**config.mk**
```make
export PLATFORM = sky130hd
export DESIGN_NAME = ldc_control
export DESIGN_NICKNAME = d
export VERILOG_FILES = /design/src/verilog/ldc_control.v
export VERILOG_INCLUDE_DIRS = /design/src /design/src/verilog
export SDC_FILE = /design/constraint.sdc
export NUM_CORES = 1
export LEC_CHECK = 0
export BUFFER_PORTS_ARGS = -buffer_cell sky130_fd_sc_hd__buf_2
export CORE_ASPECT_RATIO = 1.25
export CORE_MARGIN = 4
export CORE_UTILIZATION = 40
export DETAILED_ROUTE_END_ITERATION = 10
export PLACE_DENSITY_LB_ADDON = 0.08
export SLEW_MARGIN = 20
export SYNTH_ARGS = -nofsm -noshare
export SYNTH_HDL_FRONTEND = slang
export SYNTH_SLANG_ARGS = --single-unit
```
**constraint.sdc**
```tcl
create_clock -name clk -period 2.9 [get_ports clk]
set_input_delay 0.58 -clock clk [delete_from_list [all_inputs] [get_ports clk]]
set_output_delay 0.58 -clock clk [all_outputs]
set_load 0.01 [all_outputs]
```
**src/verilog/ldc_map.vh**
```
`ifndef LDC_MAP_VH
`define LDC_MAP_VH
// Register byte addresses
`define LDC_ADDR_CTRL0      8'h80
`define LDC_ADDR_ROW1       8'h81
`define LDC_ADDR_ROW2       8'h82
`define LDC_ADDR_DAC1       8'h83
`define LDC_ADDR_DAC2       8'h84
`define LDC_ADDR_RANGE      8'h85
`define LDC_ADDR_WREN       8'h86
`define LDC_ADDR_STATUS     8'h87
// Table base addresses
// Nine bits wide: table two runs past FFh up to 10Fh
`define LDC_TABLE_ONE_BASE  9'h090
`define LDC_TABLE_TWO_BASE  9'h0d0
// Control register 0 bit positions
`define LDC_BIT_REF_SEL     0
`define LDC_BIT_ADC_IN      1
`define LDC_BIT_FILT_OFF    2
`define LDC_BIT_DIR_ONE     3
`define LDC_BIT_DIR_TWO     4
// Range and bypass bit positions
`define LDC_BIT_T1_DIRECT   4
`define LDC_BIT_D1_DIRECT   5
`define LDC_BIT_T2_DIRECT   6
`define LDC_BIT_D2_DIRECT   7
// Write enable codes
`define LDC_WEL_SET         8'h80
`define LDC_WEL_CLR         8'h00
`define LDC_WEL_BIT         7
// Reset values
`define LDC_CTRL_RESET      8'h00
`define LDC_DAC_RESET       8'h00
// Identical conversions seen before the one that updates the result
`define LDC_FILT_COUNT      2'h3
`endif
```
**src/verilog/ldc_control.v**
```verilog
`include "ldc_map.vh"
`default_nettype none
module ldc_control (
	// Clock and reset
	input  wire       clk,
	input  wire       rst_n,
	// Register access from the serial slave
	input  wire       wr_stb,
	input  wire       rd_stb,
	input  wire [7:0] reg_addr,
	input  wire [7:0] wr_data,
	output reg  [7:0] rd_data,
	output reg        wr_ack,
	output reg        wr_nack,
	// Converter result
	input  wire       adc_done,
	input  wire [5:0] adc_code,
	// Table memory read port
	output reg  [8:0] table_one_addr,
	output reg  [8:0] table_two_addr,
	input  wire [7:0] table_one_data,
	input  wire [7:0] table_two_data,
	// Analog steering and write enable latch
	output reg  [7:0] dac_one_in,
	output reg  [7:0] dac_two_in,
	output reg  [1:0] gen_one_fullscale_sel,
	output reg  [1:0] gen_two_fullscale_sel,
	output reg        gen_one_direction,
	output reg        gen_two_direction,
	output reg        reference_source_sel,
	output reg        adc_input_sel,
	output reg        write_enable_latch
);

	reg  [7:0] ctrl0_q;
	reg  [5:0] row1_q;
	reg  [5:0] row2_q;
	reg  [7:0] dac1_q;
	reg  [7:0] dac2_q;
	reg  [7:0] range_q;
	reg  [5:0] adc_result_q;
	reg  [5:0] cand_q;
	reg  [1:0] match_q;
	reg        valid_q;
	reg        seen_q;
	wire       wel_write;
	wire       ok_write;
	wire       adc_filter_disable;
	wire       table_one_direct_sel;
	wire       dac_one_direct_sel;
	wire       table_two_direct_sel;
	wire       dac_two_direct_sel;
	wire [5:0] row_one_sel;
	wire [5:0] row_two_sel;

	assign adc_filter_disable   = ctrl0_q[`LDC_BIT_FILT_OFF];
	assign table_one_direct_sel = range_q[`LDC_BIT_T1_DIRECT];
	assign dac_one_direct_sel   = range_q[`LDC_BIT_D1_DIRECT];
	assign table_two_direct_sel = range_q[`LDC_BIT_T2_DIRECT];
	assign dac_two_direct_sel   = range_q[`LDC_BIT_D2_DIRECT];

	// The latch register itself is always writable, else it could never set
	assign wel_write = wr_stb && (reg_addr == `LDC_ADDR_WREN);
	assign ok_write  = wr_stb && write_enable_latch && !wel_write;

	// Write acknowledge answers one cycle after the strobe
	always @(posedge clk or negedge rst_n) begin
		if (!rst_n) begin
			wr_ack  <= 1'b0;
			wr_nack <= 1'b0;
		end else begin
			wr_ack  <= ok_write || wel_write;
			wr_nack <= wr_stb && !write_enable_latch && !wel_write;
		end
	end

	// Write enable latch; only the two exact codes change it
	always @(posedge clk or negedge rst_n) begin
		if (!rst_n) begin
			write_enable_latch <= 1'b0;
		end else if (wel_write && wr_data == `LDC_WEL_SET) begin
			write_enable_latch <= 1'b1;
		end else if (wel_write && wr_data == `LDC_WEL_CLR) begin
			write_enable_latch <= 1'b0;
		end
	end

	// Control registers, all gated by the latch
	always @(posedge clk or negedge rst_n) begin
		if (!rst_n) begin
			ctrl0_q <= `LDC_CTRL_RESET;
			row1_q  <= 6'h00;
			row2_q  <= 6'h00;
			dac1_q  <= `LDC_CTRL_RESET;
			dac2_q  <= `LDC_CTRL_RESET;
			range_q <= `LDC_CTRL_RESET;
		end else if (ok_write) begin
			case (reg_addr)
			`LDC_ADDR_CTRL0: ctrl0_q <= wr_data;
			`LDC_ADDR_ROW1:  row1_q  <= wr_data[5:0];
			`LDC_ADDR_ROW2:  row2_q  <= wr_data[5:0];
			`LDC_ADDR_DAC1:  dac1_q  <= wr_data;
			`LDC_ADDR_DAC2:  dac2_q  <= wr_data;
			`LDC_ADDR_RANGE: range_q <= wr_data;
			default: ;
			endcase
		end
	end

	// Read mux; reserved bits and unmapped addresses read zero
	always @(posedge clk or negedge rst_n) begin
		if (!rst_n) begin
			rd_data <= 8'h00;
		end else if (rd_stb) begin
			case (reg_addr)
			`LDC_ADDR_CTRL0:  rd_data <= ctrl0_q;
			`LDC_ADDR_ROW1:   rd_data <= {2'b00, row1_q};
			`LDC_ADDR_ROW2:   rd_data <= {2'b00, row2_q};
			`LDC_ADDR_DAC1:   rd_data <= dac1_q;
			`LDC_ADDR_DAC2:   rd_data <= dac2_q;
			`LDC_ADDR_RANGE:  rd_data <= range_q;
			`LDC_ADDR_WREN:   rd_data <= {write_enable_latch, 7'h00};
			`LDC_ADDR_STATUS: rd_data <= {adc_result_q, 2'b00};
			default:          rd_data <= 8'h00;
			endcase
		end
	end

	// Conversion filter: count repeats of the same code
	always @(posedge clk or negedge rst_n) begin
		if (!rst_n) begin
			cand_q       <= 6'h00;
			match_q      <= 2'h0;
			adc_result_q <= 6'h00;
			valid_q      <= 1'b0;
		end else if (adc_done) begin
			cand_q <= adc_code;
			if (adc_filter_disable) begin
				adc_result_q <= adc_code;
				valid_q      <= 1'b1;
				match_q      <= 2'h0;
			end else if (adc_code != cand_q || !seen_q) begin
				match_q <= 2'h1;
			end else if (match_q == `LDC_FILT_COUNT) begin
				adc_result_q <= adc_code;
				valid_q      <= 1'b1;
			end else begin
				match_q <= match_q + 2'h1;
			end
		end
	end

	// First conversion marks that the candidate holds a real code
	always @(posedge clk or negedge rst_n) begin
		if (!rst_n) begin
			seen_q <= 1'b0;
		end else if (adc_done) begin
			seen_q <= 1'b1;
		end
	end

	assign row_one_sel = table_one_direct_sel ? row1_q : adc_result_q;
	assign row_two_sel = table_two_direct_sel ? row2_q : adc_result_q;

	// Table addressing and DAC sources; table data arrives a cycle late
	always @(posedge clk or negedge rst_n) begin
		if (!rst_n) begin
			table_one_addr <= `LDC_TABLE_ONE_BASE;
			table_two_addr <= `LDC_TABLE_TWO_BASE;
			dac_one_in     <= `LDC_DAC_RESET;
			dac_two_in     <= `LDC_DAC_RESET;
		end else begin
			table_one_addr <= `LDC_TABLE_ONE_BASE + {3'b000, row_one_sel};
			table_two_addr <= `LDC_TABLE_TWO_BASE + {3'b000, row_two_sel};
			if (dac_one_direct_sel)
				dac_one_in <= dac1_q;
			else if (valid_q || table_one_direct_sel)
				dac_one_in <= table_one_data;
			else
				dac_one_in <= `LDC_DAC_RESET;
			if (dac_two_direct_sel)
				dac_two_in <= dac2_q;
			else if (valid_q || table_two_direct_sel)
				dac_two_in <= table_two_data;
			else
				dac_two_in <= `LDC_DAC_RESET;
		end
	end

	// Analog steering straight from the control bits
	always @(posedge clk or negedge rst_n) begin
		if (!rst_n) begin
			gen_one_fullscale_sel <= 2'b00;
			gen_two_fullscale_sel <= 2'b00;
			gen_one_direction     <= 1'b0;
			gen_two_direction     <= 1'b0;
			reference_source_sel  <= 1'b0;
			adc_input_sel         <= 1'b0;
		end else begin
			gen_one_fullscale_sel <= range_q[1:0];
			gen_two_fullscale_sel <= range_q[3:2];
			gen_one_direction     <= ctrl0_q[`LDC_BIT_DIR_ONE];
			gen_two_direction     <= ctrl0_q[`LDC_BIT_DIR_TWO];
			reference_source_sel  <= ctrl0_q[`LDC_BIT_REF_SEL];
			adc_input_sel         <= ctrl0_q[`LDC_BIT_ADC_IN];
		end
	end

endmodule
`default_nettype wire

```
==> results.cfg <==
[run]
drv_cap = 0

[detailed_routing]
vias_per_cell = 5.04
drt_iter0_markers = 107
routedWlPerCell_um = 18.5
first_pass_iters = 4
vias = 3147
route.detailed.drc = 0
routed_wl_mm = 11.6
drtAntennaViolNets = 0

[die]
coreArea_um2 = 11600
num_rows = 44
die-area_um2 = 13700
initial_core_util_pct = 41.0
io_pins = 96
dieWidth_um = 106
die_h_um = 130

[logic_synthesis]
synthesis.area_um2 = 4760
synthAdderAreaFrac_pct = 0.789
synth_xor_area_share_pct = 1.10
synth_nets = 415
yosys.area_share.simple_pct = 10.9
syn_inst = 369
syn_avg_cell_area_um2 = 12.9
synth_cell_type_count = 49
ys.flop_type = dfrtp_1
yosysWarnings = 0
yosysSeqAreaShare_pct = 57.9
synth_edf_count = 0
ys_seq_elements = 110
async_flop_share_pct = 100
synthMuxAreaShare_pct = 19.8
synth_top_family_by_area = multiplexers
synth-compound-area-share_pct = 6.91

[clock_tree]
post_cts_resize_count = 0
cts-buffers-inserted = 9
htree_levels = 3
clock_sinks = 110
clock_path_buffers = 2
post_cts_buffers = 0
cts.clk_slew.worst_paths_ps = 70
clockRootBuffer = clkbuf_16
hold_buffers = 0
cts_tree = done
clkLatencyLatePin_ps = 340

[critical_path]
rr_startpoint = cand_q[4]
reg2reg_to = adc_result_q[1]
critPathKind = input pin to register
crit_required_ps = 3130
reg2reg_depth = 4
critPathBufInv = 1
ff2ff_setup_slack_ps = 1000
crit_family = simple AND/OR/NAND/NOR gates
worstPathCellList = buf_2 -> nor4b_4 -> nand4_1 -> nor2_2 -> mux2_2
worstSetupStartpointType = input pin
arrival_ps = 2340
critical_path.max_stage_delay_ps = 530
cp_max_fo = 8
critPathSlowestCell = nor2_2
end_kind = register

[sta]
rsz0062_at_grt = false
slew_violations = 0
finalClockSkew_ps = 3.86
hold_viol = 0
period_minus_slack_ps = 2110
max-slew-margin-rel_pct = 56.6
period_share_pct = 72.9
setup_tns_ps = 0
worst_pin_slew_ps = 649
setup_viol = 0
hold_ws_ps = 239
max_freq_ghz = 0.473

[worst_hold_path]
hold_class = input pin to async pin

[global_routing]
grt_busiest_layer = met2
use_met2_pct = 29.4
grt_pass1_wl_mm = 18.3
grt_use_met1_pct = 22.7
overflow = 0
grt_use_total_pct = 17.4
grt_pass1_vias = 3312
gr-usage-met3_pct = 3.76
grt_max_degree = 45
antenna_found_initial = 0

[power]
irDropWorstVdd_uv = 317
p_total_mw = 2.92
powerDensity_nw_per_um2 = 515
power_leakage_nw = 2.82

[layout]
syn_to_final_growth_pct = 19.3
antenna-diode-count = 0
fillers = 1092
nets = 505
finalInstanceArea_um2 = 5680
drive_gt1_share_pct = 43.8

[place]
detailed_place.area_um2 = 5390
dp_hpwl_mm = 8.53
portBuffers = 93
gp_congestion = 0.847

[run_status]
run_status = completed
cell usage after synthesis (2+ instances only):
library cell  instances  area [um2]
mux2_2               68         766
nand3b_1              3        22.5
nor2b_1               3        18.8
nor2_2                3        18.8
and3_1                2        12.5
nor4_1                2        12.5
nand3_1               8        40.0
ha_1                  3        37.5
or2_2                 4        25.0
mux2i_1              11         110
nor3_1                2        10.0
nor3_4                3        48.8
clkbuf_1             10        37.5
a31o_2                2        17.5
xnor2_1               6        52.6
o21ai_0              22         110
nand2_1              38         143
o2bb2ai_1             7        61.3
dfrtp_1             107        2680
mux4_2                3        67.6
a22oi_1               3        22.5
nor2_1                8        30.0
buf_4                 3        22.5
conb_1                2        7.51
nand4_1               3        18.8
inv_1                 7        26.3
a31oi_1               2        12.5
nor3b_1               2        15.0
dfstp_2               3        78.8
buf_2                 4        20.0
nand2b_1              5        31.3
a21oi_1               2        10.0
a211oi_1              2        15.0
cell usage in the layout (no fill, tap or decap), types with 4 or more instances in the layout:
master / instances
dfrtp_1: 107
buf_2: 92
mux2_2: 68
nand2_1: 38
o21ai_0: 22
mux2i_1: 11
clkbuf_16: 9
nor2_1: 8
nand3_1: 8
inv_1: 7
o2bb2ai_1: 7
xnor2_1: 6
nand2b_1: 5
buf_4: 5
or2_2: 4
where the power goes:
| part | switching, mW | leakage (nW) | total [mW] | internal (mW) |
|---|---|---|---|---|
| clock network | 0.532 | 0.142 | 1.18 | 0.651 |
| registers | 0.00902 | 1.50 | 1.56 | 1.55 |
| logic | 0.116 | 1.18 | 0.181 | 0.0653 |
| total | 0.657 | 2.82 | 2.92 | 2.27 |
area by class of cell:
class                   count  area (um2)  share of cell area [%]
clock inverters             3        17.5                   0.309
inverters                   7        26.3                   0.463
clock buffers              13         270                    4.76
flip-flops and latches    110        2760                    48.5
well taps                 161         201                    3.55
multi-input cells         233        1890                    33.3
repair buffers             98         518                    9.12
sequential cells by signal, indices dropped and copies added (netlist names), 2 cells and up:
register / flops
adc_result_q: 6
rd_data: 8
range_q: 8
match_q: 2
table_two_addr: 8
dac2_q: 8
row1_q: 6
cand_q: 6
gen_one_fullscale_sel: 2
gen_two_fullscale_sel: 2
dac_one_in: 8
dac1_q: 8
row2_q: 6
table_one_addr: 7
dac_two_in: 8
ctrl0_q: 8
worst reg2reg max path, stage by stage, from the launching register on:
cell     delay (ps)
dfrtp_1         390
xnor2_1         180
nand4_1         200
o31ai_2         610
mux2_2          400
stage by stage:
step	util (%)	cells	setup slack, ps
3_3_place_gp	46.4	609	435
5_1_grt	48.9	625	678
6_report	48.9	625	786
3_5_place_dp	46.4	609	400
2_1_floorplan	-	369	878
4_1_cts	48.9	625	769
kinds of logic (layout without fill, tap and decap cells):
family / after synthesis / in the layout
fa+ha+maj: 3 / 3
flops: 110 / 110
xor+xnor: 6 / 6
other cells: 2 / 2
buf+inv: 26 / 121
compound gates: 49 / 49
mux: 82 / 82
simple gates: 91 / 91
per-layer routing:
| metal | routed length (um) | part of all wire (%) | up-vias |
|---|---|---|---|
| met5 | 0 | 0 | - |
| met4 | 139 | 1.2 | 0 |
| met3 | 569 | 4.9 | 9 |
| met2 | 5830 | 50 | 78 |
| met1 | 5010 | 43 | 1576 |
| li1 | - | - | 1484 |
how the worst max path moves through the flow:
stage                       endpoint   startpoint  cells past startpoint
after floorplan            row1_q[0]  reg_addr[3]                      5
after global placement    range_q[4]  reg_addr[5]                      5
after detailed placement  range_q[3]  reg_addr[5]                      5
after CTS                 range_q[3]  reg_addr[5]                      5
after global routing      range_q[5]  reg_addr[5]                      5
final                     range_q[1]  reg_addr[5]                      5
No activity file was read; power rests on OpenSTA's default activity.
